--- config.mk ---
export PLATFORM = sky130hd
export DESIGN_NAME = lclf_fault_resp
export DESIGN_NICKNAME = d
export VERILOG_FILES = /design/src/lclf_pkg.sv /design/src/lclf_fault_resp.sv /design/src/lclf_deglitch.sv
export SDC_FILE = /design/constraint.sdc
export NUM_CORES = 1
export LEC_CHECK = 0
export BUFFER_PORTS_ARGS = -buffer_cell sky130_fd_sc_hd__buf_2
export CORE_MARGIN = 3
export CORE_UTILIZATION = 51
export DETAILED_ROUTE_END_ITERATION = 16
export HOLD_SLACK_MARGIN = 0.12
export MAX_ROUTING_LAYER = met4
export PLACE_DENSITY_LB_ADDON = 0.15
export SKIP_CTS_REPAIR_TIMING = 1
export SKIP_LAST_GASP = 1
export SLEW_MARGIN = 30
export SYNTH_ARGS = -nofsm -noshare
export SYNTH_HDL_FRONTEND = slang
export SYNTH_HIERARCHICAL = 1
export SYNTH_SLANG_ARGS = --single-unit
--- constraint.sdc ---
create_clock -name clk_sys -period 16.77 [get_ports clk_sys]
set_input_delay 0.8385 -clock clk_sys [delete_from_list [all_inputs] [get_ports clk_sys]]
set_output_delay 0.8385 -clock clk_sys [all_outputs]
set_load 0.05 [all_outputs]
--- src/lclf_pkg.sv ---
package lclf_pkg;

    // Register byte offsets
    localparam logic [4:0] OFS_CFG = 5'h00;
    localparam logic [4:0] OFS_STATUS = 5'h04;
    localparam logic [4:0] OFS_MASK = 5'h08;
    localparam logic [4:0] OFS_CTRL = 5'h0c;
    localparam logic [4:0] OFS_STATE = 5'h10;

    // Field positions in fault_configuration_one
    localparam int MODE_LSB = 15;
    localparam int DEG_LSB = 11;
    localparam int RETRY_LSB = 7;
    localparam int THR_LSB = 19;
    localparam int FLD_W = 4;

    // Control register fields
    localparam int ATT_LSB = 0;
    localparam int CLR_BIT = 8;

    // Reset values
    localparam logic [31:0] CFG_RST = 32'h0000_0000;
    localparam logic [3:0] MASK_RST = 4'h0;
    localparam logic [3:0] ATT_RST = 4'h3;

    // Status bit positions
    localparam int ST_TRIP = 0;
    localparam int ST_LATCH = 1;
    localparam int ST_RECOV = 2;
    localparam int ST_EXCEED = 3;
    localparam int NSTAT = 4;

    // Clock rate and the derived cycles per microsecond
    localparam int unsigned CLK_MHZ = 250;
    localparam int unsigned CYC_PER_US_DEF = CLK_MHZ;

    typedef enum logic [3:0] {
        ST_IDLE = 4'b0001,
        ST_WAIT = 4'b0010,
        ST_LATCHED = 4'b0100,
        ST_REPORT = 4'b1000
    } lclf_state_t;

    typedef enum logic [1:0] {
        ACT_LATCH = 2'h0,
        ACT_RETRY = 2'h1,
        ACT_REPORT = 2'h2,
        ACT_OFF = 2'h3
    } lclf_act_t;

    typedef struct packed {
        logic hiz;
        logic hs_on;
        logic ls_on;
    } lclf_gate_t;

    // Filter time per code, in microseconds; codes 0 and 1 give zero
    function automatic int unsigned deg_time_us(input logic [3:0] c);
        case (c)
            4'h2: deg_time_us = 200;
            4'h3: deg_time_us = 500;
            4'h4: deg_time_us = 1000;
            4'h5: deg_time_us = 2500;
            4'h6: deg_time_us = 5000;
            4'h7: deg_time_us = 7500;
            4'h8: deg_time_us = 10000;
            4'h9: deg_time_us = 25000;
            4'ha: deg_time_us = 50000;
            4'hb: deg_time_us = 75000;
            4'hc: deg_time_us = 100000;
            4'hd: deg_time_us = 200000;
            4'he: deg_time_us = 500000;
            4'hf: deg_time_us = 1000000;
            default: deg_time_us = 0;
        endcase
    endfunction

    // Recovery wait per code, in milliseconds
    function automatic int unsigned retry_time_ms(input logic [3:0] c);
        case (c)
            4'h0: retry_time_ms = 300;
            4'h1: retry_time_ms = 500;
            default: retry_time_ms = (32'(c) - 32'd1) * 32'd1000;
        endcase
    endfunction

    // Current threshold per code, in milliamperes
    function automatic logic [15:0] thr_ma(input logic [3:0] c);
        case (c)
            4'h0: thr_ma = 16'd125;
            4'h1: thr_ma = 16'd250;
            4'h2: thr_ma = 16'd500;
            4'he: thr_ma = 16'd7000;
            4'hf: thr_ma = 16'd8000;
            default: thr_ma = 16'((32'(c) - 32'd1) * 32'd500);
        endcase
    endfunction

endpackage

--- src/lclf_fault_resp.sv ---
`timescale 1ns/1ps
// Operation
// - A 4-bit response mode field at bits 18 to 15, reset to zero, picks the fault action.
// - Modes 0 and 1 latch the fault, assert the fault pin and tristate the gate drive.
// - Mode 2 latches the fault, asserts the fault pin and turns on all high-side switches.
// - Mode 3 latches the fault, asserts the fault pin and turns on all low-side switches.
// - Modes 4 and 5 self-clear after the wait, and latch tristated once retries run out.
// - Mode 6 self-clears after the wait, and latches in high-side brake once retries run out.
// - Mode 7 self-clears after the wait, and latches in low-side brake once retries run out.
// - Mode 8 only asserts the fault pin and leaves the gate drive alone.
// - Modes 9 to 12 disable detection with no fault and no pin assertion.
// - The filter field at bits 14 to 11 selects 0.2 ms to 1000 ms for codes 2 to 15.
// - The 4-bit wait field selects 300 ms, 500 ms, then 1 s to 14 s in one-second steps.
// - The 4-bit threshold code selects 0.125 A up to 8.0 A.
module lclf_fault_resp import lclf_pkg::*; #(
    parameter int unsigned CYC_PER_US = CYC_PER_US_DEF
) (
    input wire logic clk_sys,
    input wire logic nrst,
    input wire logic [4:0] avs_address,
    input wire logic avs_read,
    input wire logic avs_write,
    input wire logic [31:0] avs_writedata,
    output logic [31:0] avs_readdata,
    output logic avs_waitrequest,
    input wire logic [15:0] phase_current_ma,
    output lclf_gate_t gate_cmd,
    output logic fault_pin_n,
    output logic irq
);

    logic [31:0] cfg_reg;
    logic [NSTAT-1:0] status_reg;
    logic [NSTAT-1:0] status_next;
    logic [NSTAT-1:0] mask_reg;
    logic [3:0] max_recovery_attempts;
    logic [3:0] attempts_reg;
    logic [31:0] retry_cnt_reg;
    logic [31:0] readdata_reg;
    logic wait_reg;
    logic irq_reg;
    logic pin_n_reg;
    lclf_gate_t gate_reg;
    lclf_gate_t gate_next;
    lclf_state_t state_reg;
    lclf_state_t state_next;
    logic [3:0] mode;
    logic [3:0] overcurrent_lock_filter_time;
    logic [3:0] stall_recovery_wait;
    logic [3:0] thr_code;
    logic over_thr;
    logic trip;
    logic [31:0] deg_cycles;
    logic [31:0] retry_cycles;
    logic acc_done;
    logic wr_cfg;
    logic wr_ctrl;
    logic rd_status;
    logic sw_clear;
    lclf_act_t act;
    logic exhausted;

    // Mode field to action class; codes above 12 fall into the off class
    function automatic lclf_act_t mode_act(input logic [3:0] m);
        case (m)
            4'h0, 4'h1, 4'h2, 4'h3: mode_act = ACT_LATCH;
            4'h4, 4'h5, 4'h6, 4'h7: mode_act = ACT_RETRY;
            4'h8: mode_act = ACT_REPORT;
            default: mode_act = ACT_OFF;
        endcase
    endfunction

    // Gate drive applied while a fault is active in the given mode
    function automatic lclf_gate_t mode_drive(input logic [3:0] m);
        lclf_gate_t g;
        g = '{hiz: 1'b0, hs_on: 1'b0, ls_on: 1'b0};
        case (m)
            4'h2, 4'h6: g.hs_on = 1'b1;
            4'h3, 4'h7: g.ls_on = 1'b1;
            4'h0, 4'h1, 4'h4, 4'h5: g.hiz = 1'b1;
            default: g.hiz = 1'b0;
        endcase
        return g;
    endfunction

    // Field extraction
    assign mode = cfg_reg[MODE_LSB +: FLD_W];
    assign overcurrent_lock_filter_time = cfg_reg[DEG_LSB +: FLD_W];
    assign stall_recovery_wait = cfg_reg[RETRY_LSB +: FLD_W];
    assign thr_code = cfg_reg[THR_LSB +: FLD_W];
    assign act = mode_act(mode);
    assign exhausted = attempts_reg >= max_recovery_attempts;

    // Threshold compare and time tables scaled to clock cycles
    assign over_thr = phase_current_ma > thr_ma(thr_code);
    assign deg_cycles = 32'(deg_time_us(overcurrent_lock_filter_time) * CYC_PER_US);
    assign retry_cycles = 32'(retry_time_ms(stall_recovery_wait) * 32'd1000 * CYC_PER_US);

    lclf_deglitch u_deglitch (
        .clk_sys(clk_sys),
        .nrst(nrst),
        .cond(over_thr && act != ACT_OFF),
        .limit(deg_cycles),
        .trip(trip)
    );

    // Bus strobes; an access completes in the cycle waitrequest is low
    assign acc_done = (avs_read || avs_write) && !wait_reg;
    assign wr_cfg = acc_done && avs_write && avs_address == OFS_CFG;
    assign wr_ctrl = acc_done && avs_write && avs_address == OFS_CTRL;
    assign rd_status = acc_done && avs_read && avs_address == OFS_STATUS;
    assign sw_clear = wr_ctrl && avs_writedata[CLR_BIT];

    // Response state machine
    always_comb begin
        state_next = state_reg;
        case (state_reg)
            ST_IDLE: begin
                if (trip) begin
                    case (act)
                        ACT_LATCH: state_next = ST_LATCHED;
                        ACT_RETRY: state_next = exhausted ? ST_LATCHED : ST_WAIT;
                        ACT_REPORT: state_next = ST_REPORT;
                        default: state_next = ST_IDLE;
                    endcase
                end
            end
            ST_WAIT: begin
                if (retry_cnt_reg == 32'h0) begin
                    state_next = ST_IDLE;
                end
            end
            ST_LATCHED: begin
                if (sw_clear) begin
                    state_next = ST_IDLE;
                end
            end
            ST_REPORT: begin
                if (!trip) begin
                    state_next = ST_IDLE;
                end
            end
            default: state_next = ST_IDLE;
        endcase
    end

    // Gate drive follows the fault state; report and idle leave it alone
    always_comb begin
        case (state_next)
            ST_WAIT, ST_LATCHED: gate_next = mode_drive(mode);
            default: gate_next = '{hiz: 1'b0, hs_on: 1'b0, ls_on: 1'b0};
        endcase
    end

    // State and registered pin outputs, aligned to the same edge
    always_ff @(posedge clk_sys or negedge nrst) begin
        if (!nrst) begin
            state_reg <= ST_IDLE;
            gate_reg <= '{hiz: 1'b0, hs_on: 1'b0, ls_on: 1'b0};
            pin_n_reg <= 1'b1;
        end else begin
            state_reg <= state_next;
            gate_reg <= gate_next;
            pin_n_reg <= (state_next == ST_IDLE);
        end
    end

    // Recovery timer, loaded on entry to the wait
    always_ff @(posedge clk_sys or negedge nrst) begin
        if (!nrst) begin
            retry_cnt_reg <= 32'h0;
        end else if (state_reg != ST_WAIT && state_next == ST_WAIT) begin
            retry_cnt_reg <= (retry_cycles > 32'h1) ? retry_cycles - 32'h1 : 32'h0;
        end else if (state_reg == ST_WAIT && retry_cnt_reg != 32'h0) begin
            retry_cnt_reg <= retry_cnt_reg - 32'h1;
        end
    end

    // Attempt counter; kept across recoveries so repeated stalls run out
    always_ff @(posedge clk_sys or negedge nrst) begin
        if (!nrst) begin
            attempts_reg <= 4'h0;
        end else if (sw_clear) begin
            attempts_reg <= 4'h0;
        end else if (state_reg == ST_IDLE && state_next == ST_WAIT) begin
            attempts_reg <= attempts_reg + 4'h1;
        end
    end

    // Configuration, mask and control registers
    always_ff @(posedge clk_sys or negedge nrst) begin
        if (!nrst) begin
            cfg_reg <= CFG_RST;
            mask_reg <= MASK_RST;
            max_recovery_attempts <= ATT_RST;
        end else begin
            if (wr_cfg) begin
                cfg_reg <= avs_writedata;
            end
            if (acc_done && avs_write && avs_address == OFS_MASK) begin
                mask_reg <= avs_writedata[NSTAT-1:0];
            end
            if (wr_ctrl) begin
                max_recovery_attempts <= avs_writedata[ATT_LSB +: 4];
            end
        end
    end

    // Sticky events; a new event wins over the read that clears
    always_comb begin
        status_next = rd_status ? (status_reg & ~readdata_reg[NSTAT-1:0]) : status_reg; // Unread kept
        if (state_reg == ST_IDLE && state_next != ST_IDLE) begin
            status_next[ST_TRIP] = 1'b1;
        end
        if (state_reg != ST_LATCHED && state_next == ST_LATCHED) begin
            status_next[ST_LATCH] = 1'b1;
        end
        if (state_reg == ST_WAIT && state_next == ST_IDLE) begin
            status_next[ST_RECOV] = 1'b1;
        end
        if (state_reg == ST_IDLE && state_next == ST_LATCHED && act == ACT_RETRY) begin
            status_next[ST_EXCEED] = 1'b1;
        end
    end

    always_ff @(posedge clk_sys or negedge nrst) begin
        if (!nrst) begin
            status_reg <= '0;
            irq_reg <= 1'b0;
        end else begin
            status_reg <= status_next;
            irq_reg <= |(status_next & mask_reg);
        end
    end

    // Bus slave: one wait cycle, then completion; unmapped reads give zero
    always_ff @(posedge clk_sys or negedge nrst) begin
        if (!nrst) begin
            wait_reg <= 1'b1;
            readdata_reg <= 32'h0;
        end else begin
            wait_reg <= !((avs_read || avs_write) && wait_reg);
            case (avs_address)
                OFS_CFG: readdata_reg <= cfg_reg;
                OFS_STATUS: readdata_reg <= 32'(status_reg);
                OFS_MASK: readdata_reg <= 32'(mask_reg);
                OFS_CTRL: readdata_reg <= 32'(max_recovery_attempts);
                OFS_STATE: readdata_reg <= {20'h0, attempts_reg, 4'h0, state_reg};
                default: readdata_reg <= 32'h0;
            endcase
        end
    end

    assign avs_readdata = readdata_reg;
    assign avs_waitrequest = wait_reg;
    assign gate_cmd = gate_reg;
    assign fault_pin_n = pin_n_reg;
    assign irq = irq_reg;
endmodule

--- src/lclf_deglitch.sv ---
`timescale 1ns/1ps
module lclf_deglitch import lclf_pkg::*; (
    input wire logic clk_sys,
    input wire logic nrst,
    input wire logic cond,
    input wire logic [31:0] limit,
    output logic trip
);
    logic [31:0] cnt_reg;
    logic trip_reg;

    // Continuous excursion counter; any drop restarts it
    always_ff @(posedge clk_sys or negedge nrst) begin
        if (!nrst) begin
            cnt_reg <= 32'h0;
            trip_reg <= 1'b0;
        end else if (!cond) begin
            cnt_reg <= 32'h0;
            trip_reg <= 1'b0;
        end else if (cnt_reg + 32'h1 >= limit) begin
            trip_reg <= 1'b1;
        end else begin
            cnt_reg <= cnt_reg + 32'h1;
        end
    end

    assign trip = trip_reg;
endmodule

* Word-level counts from Yosys, hierarchy flattened
Memory sizes are Yosys's and may differ from the RTL's. Index checks and enable logic that the tools add are counted.
Operators by class: mux-type cells 28, $lt $le $gt $ge 4, eq/ne operators 31, reductions and logical operators 35, add/sub/neg operators 6, bitwise operators 3, $mul 5
Operator list (count):
- $mux 32 | 5
- $pmux 32 s5 | 1
- $pmux 16 s5 | 1
- $mul 32x7->29 const B | 2
- $pmux 32 s2 | 1
- $sub 32x1->32 const B | 2
- $add 32x1->32 const B | 1
- $ge 32x32->1 | 1
- $gt 32x1->1 const B | 1
- $logic_not 32->1 | 1
- $mul 32x7->14 const B | 1
- $mul 32x7->31 const B | 1
- $reduce_bool 32->1 | 1
- $mul 29x7->28 const B | 1
- $mux 4 | 7
- $eq 4x3->1 const B | 6
- $eq 4x1->1 const B | 5
- $eq 4x2->1 const B | 5
- $logic_and 1x1->1 | 18
- $gt 16x16->1 | 1
- $pmux 4 s4 | 1
- $eq 4x4->1 const B | 3
- $logic_not 4->1 | 3
- $pmux 4 s3 | 1
- other kinds (23) | 42
Word-level totals: logic and storage cells 130, memories kept 2, register bits 155, output and inout bits 38, memory bits (read-only) 320
Memories:
- (no name shown) | depth 16, width 18, rd ports 1, clocked after memory_dff 0, write ports 0, RTL line lclf_pkg.sv:59 | case (c)
- (no name shown) | depth 16, width 2, rd ports 1, clocked after memory_dff 0, write ports 0, RTL line lclf_fault_resp.sv:65 | case (m)

* Longest topological paths before layout
Gate-level depths: netlist (run 1).
depth after elaboration 13, gate-level depth with buffers 58

* Modules after synthesis
Netlist (run 1), hierarchy kept.
Modules (own cells, without submodules):
- lclf_fault_resp | instances 1, cells an instance 2008, sequential area each 3059.2 um^2, area an instance 18604.1 um^2
- lclf_deglitch | instances 1, cells an instance 343, sequential area each 825.8 um^2, area an instance 2864.0 um^2

* Least setup slack after synthesis (run 1)
No wires, ideal clock.
path type flip-flop to flip-flop, start reg cfg_reg[7], end reg retry_cnt_reg[18], path buffers 3, setup time 0.122 ns, data arrival time 13.229 ns, cell stages (with the launch flop) 53, clock period less this slack 13.351 ns, slack 3.419 ns, path through dfrtp_1 -> inv_1 -> ha_1 -> buf_4 -> inv_1 -> nor3_1 -> ha_1 -> ha_1 -> fa_1 -> fa_1 -> ha_1 -> o21ai_0 -> nand2b_1 -> a21o_1 -> a21o_1 -> a21o_1 -> a21o_1 -> xor2_1 -> [... 17 more ...] -> fa_1 -> fa_1 -> inv_1 -> fa_1 -> inv_1 -> ha_1 -> clkbuf_1 -> a21o_1 -> a21o_1 -> a21oi_1 -> o21ai_0 -> a211o_1 -> a2111oi_0 -> nand4bb_1 -> and2_1 -> buf_6 -> a211oi_2 -> nor3_1
Between the ends: longest elaborated chain between the ends 8, elaborated cells on any way between the ends 11, classes of those cells 2 x add/sub; 3 x mul; 1 x order compare; 1 x eq/ne; 3 x mux; 1 x reduce/logical
RTL lines:
- from (decl) | RTL line lclf_fault_resp.sv:32 | logic [31:0] cfg_reg;
- from (signal assigned) | RTL line lclf_fault_resp.sv:198 | cfg_reg <= avs_writedata;
- $sub 4x1->5 | RTL line lclf_pkg.sv:83 | default: retry_time_ms = (32'(c) - 32'd1) * 32'd1000;
- $mul 32x7->29 | RTL line lclf_pkg.sv:83
- $pmux 32 s2 (*) | RTL line lclf_pkg.sv:80 | case (c)
- $mul 32x7->29 (*) | RTL line lclf_fault_resp.sv:97 | assign retry_cycles = 32'(retry_time_ms(stall_recovery_wait) * 32'd1000 * CYC_PER_US);
- $mul 29x7->28 (*) | RTL line lclf_fault_resp.sv:97
- $sub 32x1->32 or $gt 32x1->1 (tied branches) | RTL line lclf_fault_resp.sv:173 | retry_cnt_reg <= (retry_cycles > 32'h1) ? retry_cycles - 32'h1 : 32'h0;
- $mux 32 (*) | RTL line lclf_fault_resp.sv:173
- $mux 32 (*) | RTL line lclf_fault_resp.sv:172 | end else if (state_reg != ST_WAIT && state_next == ST_WAIT) begin
- to (signal assigned) | RTL line lclf_fault_resp.sv:173
- to (signal assigned) | RTL line lclf_fault_resp.sv:175 | retry_cnt_reg <= retry_cnt_reg - 32'h1;
- to (decl) | RTL line lclf_fault_resp.sv:38 | logic [31:0] retry_cnt_reg;
Every way passes the cells marked *; elsewhere a longest branch is shown, timed or not. A chain may end at the register's enable or synchronous reset.

* Worst setup path after layout (run 1)
start reg cfg_reg[9], end reg retry_cnt_reg[19]
Same word-level chain as after synthesis.

==> flow_metrics.tcl, run 1 <==
set metrics [dict create \
    status "complete, no violations" \
    fin_worst_skew_ns 0.02489 \
    cp_common_cell "inv_1" \
    core_area_um2 41200 \
    rsz0062_at_grt "no" \
    antenna_found_initial 3 \
    ys_warn_count 6 \
    finalInstanceArea_um2 23180 \
    pre_cts_ws_ns 2.630 \
    syn_area_um2 21470 \
    drc 0 \
    postRouteAntennaNets 0 \
    place.gp.congestion 0.9142 \
    track_usage_pct 23.23 \
    grt_pass1_wl_um 82900 \
    required_ns 17.12 \
    hold_viol_final 0 \
    final_nets 2982 \
    num_vias 16460 \
    syn_avg_cell_area_um2 9.131 \
    row_count 74 \
    area_growth_pct 7.967 \
    wl_per_cell_um 16.12 \
    setup_tns_ns 0 \
    die_h_um 211.2 \
    final_common_cell "inv_1" \
    grt_max_degree 99 \
    timing.final.ws_setup_ns 2.586 \
    path_clk_slew_ns 0.07 \
    io_buffers 94 \
    stdcell_count 2984 \
    cts_tree "built" \
    die_x_um 211.2 \
    cp-end-kind "flop" \
    clock-sinks 155 \
    first_pass_iters 5 \
    synth_edf_count 0 \
    ys_seq_area_share_pct 18.10 \
    drive_gt1_share_pct 9.224 \
    grt-ovfl-total 0 \
    grt_pass1_vias 16860 \
    max_stage_delay_ns 0.59 \
    cp_max_fo 18 \
    start_util_pct 52.10 \
    synth_cells 2351 \
    async_reset_ff_share_pct 100.0 \
    place_inst 2950 \
    dpl_cell_area_um2 22510 \
    cp-start-kind "flop" \
    cts_buffers 17 \
    ctsLongestPathBuffers 2 \
    worstHoldPathType "input pin to async pin" \
    mostFrequentLayoutCells "inv_1, ha_1, fa_1" \
    ios 95 \
    finalSetupViolCount 0 \
    slowest_stage "dfrtp_1" \
    drt-total-wl_um 48110 \
    drv_cap 0 \
    cts_max_level 4 \
    slew_headroom_pct 38.30 \
    ys.flop_type "dfrtp_1" \
    clock.fmax_mhz 70.50 \
    maxSlewViolCount 0 \
    final.min_clock_period_ns 14.18 \
    die-area_um2 44590 \
    dp_hpwl_um 39240 \
    routed_via_density 5.516 \
    cts_root_buf "clkbuf_16" \
    arrival_ns 14.53 \
    post-route-period-util_pct 84.58 \
    clkLatencyLatePin_ns 0.46 \
    drtIter0Drc 842 \
    path_class "flop to flop" \
    tightest_slew_ns 0.9255 \
    ys_ff_latch 155 \
    ys_types 93 \
]
## critical path, delay by kind of cell, from the launching register on
family                     cells  cell delay [ns]
xor gates and xnor gates       3             1.22
DFF                            1             0.59
adders and majority gates     16             6.51
AOI/OAI and AO/OA             17             3.32
and+or+nand+nor                7             1.68
buffers and inverters          9             0.72
## per-stage QoR
stage,hold slack [ns],utilization (%)
final,0.4353,56.26
after CTS,0.4741,56.22
after detailed placement,0.4599,54.64
after global placement,0.4541,54.64
after floorplan,0.4446,-
after global routing,0.5010,56.26
## logic make-up (layout without fill, tap and decap cells)
| family | Yosys count | in the layout | synth area share [%] |
|---|---|---|---|
| adders and majority gates | 490 | 490 | 36.09 |
| xor gates and xnor gates | 188 | 188 | 7.670 |
| muxes | 56 | 56 | 2.798 |
| DFF | 155 | 155 | 18.10 |
| buffers and inverters | 441 | 527 | 7.979 |
| and+or+nand+nor | 567 | 567 | 13.55 |
| AOI/OAI and AO/OA | 452 | 452 | 13.78 |
| other | 2 | 17 | 0.03498 |
## cell type report
cell class	instances	area (um2)
antenna	2	5.005
tap	532	665.6
fill	3723	18020
inverter	387	1453
sequential	155	3885
clock inverter	15	224.0
multi-input combinational	1768	15940
timing repair buffer	108	584.3
clock buffer	17	425.4
## cells in the mapped netlist, types with 5 or more instances
master,count,area share (%)
inv_1,385,6.7
ha_1,272,16
fa_1,216,20
nand2_1,153,2.7
dfrtp_1,150,17
a21oi_1,124,2.9
xnor2_1,124,5.1
nor2_1,121,2.1
o21ai_0,95,2.2
xor2_1,64,2.6
nor3_1,41,0.96
a21o_1,39,1.4
clkbuf_1,39,0.68
nand3_1,37,0.86
o21a_1,36,1.3
mux2_2,32,1.7
and2_1,31,0.90
nand2b_1,26,0.76
or3_1,26,0.76
mux2i_1,24,1.1
a31oi_1,23,0.67
nand4_1,20,0.58
nor2b_1,20,0.58
o22ai_1,18,0.52
or4_1,18,0.63
and3_1,13,0.38
o211ai_1,13,0.45
o31ai_1,13,0.45
nor4_1,12,0.35
a211oi_1,9,0.31
or2_2,8,0.23
and4_1,7,0.29
buf_2,7,0.16
o31a_1,7,0.29
nand3b_1,6,0.21
o21bai_1,6,0.21
a21boi_0,5,0.17
dfstp_2,5,0.61
nor3b_1,5,0.17
## final timing paths
check	startpoint	to	slack (ns)	depth (start not counted)
worst max-delay path	cfg_reg[9]	retry_cnt_reg[19]	2.59	52
worst min-delay path	nrst	avs_readdata[14]	0.44	1
worst max register to register	cfg_reg[9]	retry_cnt_reg[19]	2.59	52
worst min register to register	cfg_reg[27]	avs_readdata[27]	0.47	1
max in group asynchronous	nrst	retry_cnt_reg[0]	14.98	2
min in group clk_sys	cfg_reg[27]	avs_readdata[27]	0.47	1
## routing by layer
metal  share of wire (%)  track usage [%]  vias up
met5                   0                -        -
met4                 2.3            6.397        0
met3                 3.5            3.134       53
met2                  47            37.79      279
met1                  47            30.76     8074
li1                    -                -     8054
Power of run 1 is left out: the tool's default activity adds up to more than one toggle a clock period on the data nets, which glitch-free logic cannot reach.
==> inputs of run 2 (changes only) <==
- clock period: 16.77 -> 12.7 ns (I/O delays scaled with it)
==> run 2 against run 1 <==
- routed wire length increased by 0.14%
- critical path type unchanged
- critical endpoint is now retry_cnt_reg[15]
- final cell count increased by 1.4%
- non-clock buffer count increased by 44
==> flow_metrics.tcl, run 2 (same netlist as run 1, synthesis figures left out) <==
set metrics [dict create \
    num_vias 16500 \
    place.gp.congestion 0.8961 \
    final_nets 3027 \
    final_common_cell "inv_1" \
    postRouteAntennaNets 0 \
    cp_max_fo 6 \
    grt.busiest_layer "met2" \
    met1_usage_pct 30.13 \
    grt_pass1_wl_um 83370 \
    path_clk_slew_ns 0.06 \
    io_buffers 94 \
    die_h_um 211.2 \
    drt-total-wl_um 48180 \
    fin_worst_skew_ns 0.01515 \
    slew_headroom_pct 33.61 \
    cts_root_buf "clkbuf_16" \
    path_class "flop to flop" \
    required_ns 13.04 \
    worstHoldPathType "input pin to async pin" \
    grt_use_met3_pct 2.644 \
    drtIter0Drc 777 \
    max_stage_delay_ns 0.55 \
    die-area_um2 44590 \
    mostFrequentLayoutCells "inv_1, ha_1, fa_1" \
    cts_tree "built" \
    ctsLongestPathBuffers 2 \
    timing.final.ws_setup_ns 0.5162 \
    r2r_start "cfg_reg[8]" \
    core_area_um2 41200 \
    hold_viol_final 0 \
    clock.fmax_mhz 82.08 \
    cp-start-kind "flop" \
    row_count 74 \
    post-route-period-util_pct 95.94 \
    status "complete, no violations" \
    grt_max_degree 89 \
    grt_pass1_vias 17190 \
    maxSlewViolCount 0 \
    path_buf_inv 9 \
    fillerInstances 3693 \
    tightest_slew_ns 0.9959 \
    finalSetupViolCount 0 \
    cp_top_family "adder cells" \
    arrival_ns 12.52 \
    track_usage_pct 23.55 \
    die_x_um 211.2 \
    drc 0 \
    grtUsageMet2_pct 39.71 \
    pre_cts_ws_ns -0.09576 \
    clock-sinks 155 \
    drive_gt1_share_pct 11.86 \
    first_pass_iters 5 \
    final.min_clock_period_ns 12.18 \
    start_util_pct 52.10 \
    clkLatencyLatePin_ns 0.46 \
    cp-end-kind "flop" \
    ios 95 \
    cts_max_level 4 \
    r2r_slack_ns 0.52 \
    slowest_stage "fa_1" \
    grt-ovfl-total 0 \
    area_growth_pct 10.11 \
    cp_common_cell "fa_1" \
    drv_cap 0 \
    dp_hpwl_um 39940 \
    routed_via_density 5.450 \
    cts_buffers 17 \
    antenna_found_initial 0 \
    ff2ff_path_depth 49 \
    wl_per_cell_um 15.92 \
    n_antenna_cell 0 \
    rr_endpoint "retry_cnt_reg[15]" \
]
==> run 2: cell types whose count changed in the layout (fill, tap and decap cells not counted), moves of 3 or more <==
cell,change
a21oi_2,+4
ha_1,-4
nand2_2,+3
inv_8,-5
inv_2,+4
clkinv_2,+3
nand2_1,-3
a21oi_1,-4
buf_6,+4
inv_1,-4
ha_4,+3
buf_4,+41
==> run 2: cell type report <==
class                      instances  area [um2]  share of cell area, %
multi-input combinational       1769       16110                  68.13
clock inverter                    12       158.9                 0.6722
inverter                         387        1453                  6.145
tap                              532       665.6                  2.816
sequential                       155        3885                  16.44
clock buffer                      20       446.7                  1.890
timing repair buffer             152       923.4                  3.906
==> run 2: worst max path at each step <==
| stage | from | to | cells past startpoint |
|---|---|---|---|
| final | cfg_reg[8] | retry_cnt_reg[15] | 49 |
| after global routing | cfg_reg[8] | retry_cnt_reg[15] | 53 |
| after CTS | cfg_reg[8] | retry_cnt_reg[8] | 55 |
| after detailed placement | cfg_reg[8] | retry_cnt_reg[15] | 55 |
| after global placement | cfg_reg[8] | retry_cnt_reg[8] | 52 |
| after floorplan | cfg_reg[9] | retry_cnt_reg[21] | 55 |
==> run 2: through the flow <==
step | cell area [um2] | TNS [ns] | hold WS (ns) | std cells | utilization [%]
6_report | 23640 | 0 | 0.2322 | 3027 | 57.37
5_1_grt | 23640 | -0.09125 | 0.3102 | 3027 | 57.37
4_1_cts | 23430 | -0.9072 | 0.2629 | 3023 | 56.88
3_5_place_dp | 22830 | -0.4639 | 0.4613 | 2991 | 55.41
3_3_place_gp | 22830 | 0 | 0.4575 | 2991 | 55.41
2_1_floorplan | 21530 | 0 | 0.3394 | 2364 | -
==> run 2: routing by layer <==
metal | up-vias | share of wire [%]
li1 | 8149 | -
met1 | 8092 | 45
met2 | 207 | 51
met3 | 50 | 2.6
met4 | 0 | 2.1
met5 | - | 0
Power of run 2 is left out for the same reason.
==> inputs of run 3 (changes only) <==
- CORE_ASPECT_RATIO: default -> 1.4
==> run 3 against run 2 <==
- register-to-register slack about the same
- worst setup slack got worse by 0.012 ns
- cell area increased by 0.57%
==> flow_metrics.tcl, run 3 (same netlist as run 1, synthesis figures left out) <==
set metrics [dict create \
    status "complete, no violations" \
    cp_max_fo 8 \
    arrival_ns 12.53 \
    cts_max_level 4 \
    die_h_um 248.8 \
    first_pass_iters 6 \
    cts_root_buf "clkbuf_16" \
    finalSetupViolCount 0 \
    drt-total-wl_um 50060 \
    routed_via_density 5.503 \
    grt_pass1_vias 17980 \
    final.min_clock_period_ns 12.20 \
    clock-sinks 155 \
    clkLatencyLatePin_ns 0.45 \
    place.gp.congestion 0.8883 \
    die-area_um2 44630 \
    pre_cts_ws_ns -0.06923 \
    drc 0 \
    required_ns 13.03 \
    final_nets 3034 \
    worstHoldPathType "input pin to async pin" \
    r2r_start "cfg_reg[8]" \
    postRouteAntennaNets 0 \
    slew_headroom_pct 37.69 \
    r2r_slack_ns 0.50 \
    drv_cap 0 \
    area_growth_pct 10.73 \
    dp_hpwl_um 41400 \
    mostFrequentLayoutCells "inv_1, ha_1, fa_1" \
    grt_pass1_wl_um 85620 \
    start_util_pct 51.86 \
    cp-end-kind "flop" \
    timing.final.ws_setup_ns 0.5046 \
    final_common_cell "inv_1" \
    track_usage_pct 23.60 \
    tightest_slew_ns 0.9260 \
    cts_tree "built" \
    drtIter0Drc 607 \
    slowest_stage "fa_1" \
    post-route-period-util_pct 96.03 \
    path_class "flop to flop" \
    num_vias 16750 \
    crit_path_end "retry_cnt_reg[7]" \
    max_stage_delay_ns 0.55 \
    wl_per_cell_um 16.44 \
    fillerInstances 3762 \
    drive_gt1_share_pct 12.59 \
    fin_worst_skew_ns 0.01477 \
    ctsLongestPathBuffers 2 \
    ff2ff_path_depth 50 \
    rr_endpoint "retry_cnt_reg[7]" \
    grt_max_degree 92 \
    ios 95 \
    crit_start "cfg_reg[8]" \
    row_count 88 \
    clock.fmax_mhz 82.00 \
    core_area_um2 41400 \
    hold_viol_final 0 \
    maxSlewViolCount 0 \
    die_x_um 179.4 \
    io_buffers 94 \
    cts_buffers 17 \
    path_clk_slew_ns 0.07 \
    cp-start-kind "flop" \
    grt-ovfl-total 0 \
    antenna_found_initial 2 \
    fin_util_pct 57.42 \
    cp_common_cell "fa_1" \
]
## run 3: cell count changes in the layout (fill, tap and decap cells not counted), sizes merged
cell | before | now
clkbuf | 20 | 17
clkinvlp | 1 | 2
buf | 152 | 160
inv | 390 | 394
diode | 0 | 2
clkinv | 5 | 6
bufinv | 3 | 0
and2 | 32 | 31
## run 3: metrics by stage
stage	TNS [ns]	area [um2]	cells	hold WS, ns
after detailed placement	-0.2563	22850	2999	0.4643
after floorplan	0	21530	2364	0.3394
final	0	23770	3044	0.2494
after CTS	-0.9731	23420	3031	0.2775
after global routing	-1.057	23770	3044	0.3114
after global placement	0	22840	2999	0.4520
## run 3: area by class of cell
| type | count | area, um2 | share of cell area [%] |
|---|---|---|---|
| clock inverters | 15 | 148.9 | 0.6264 |
| repair buffers | 160 | 1023 | 4.305 |
| multi-input cells | 1768 | 16160 | 67.96 |
| flip-flops and latches | 155 | 3885 | 16.34 |
| inverters | 387 | 1453 | 6.111 |
| clock buffers | 17 | 425.4 | 1.790 |
| diodes | 2 | 5.005 | 0.02105 |
| well taps | 540 | 675.6 | 2.842 |
## run 3: critical path: cells and delay by family, from the launching register on
kind	cells	cell delay, ns
AO/OA/AOI/OAI	13	2.36
XOR/XNOR	2	0.29
adder cells (fa/ha/maj)	16	6.60
buffers and inverters	13	1.56
flip-flops	1	0.40
AND/OR/NAND/NOR	6	0.85
## run 3: layer usage
layer  track usage [%]  share of wire [%]  vias up
li1                  -                  -     8153
met1             24.44                 38     8248
met2             44.78                 55      242
met3             2.293                2.1      108
met4             10.66                4.5        0
met5                 -                  0        -
## run 3: how the worst min path moves through the flow
stage | start | slack [ns] | to
finish | nrst | 0.25 | avs_readdata[23]
global route | nrst | 0.31 | cfg_reg[24]
CTS | nrst | 0.28 | avs_readdata[23]
detailed placement | cfg_reg[5] | 0.46 | avs_readdata[5]
global placement | cfg_reg[5] | 0.45 | avs_readdata[5]
floorplan | nrst | 0.34 | attempts_reg[0]
Power of run 3 is left out for the same reason.
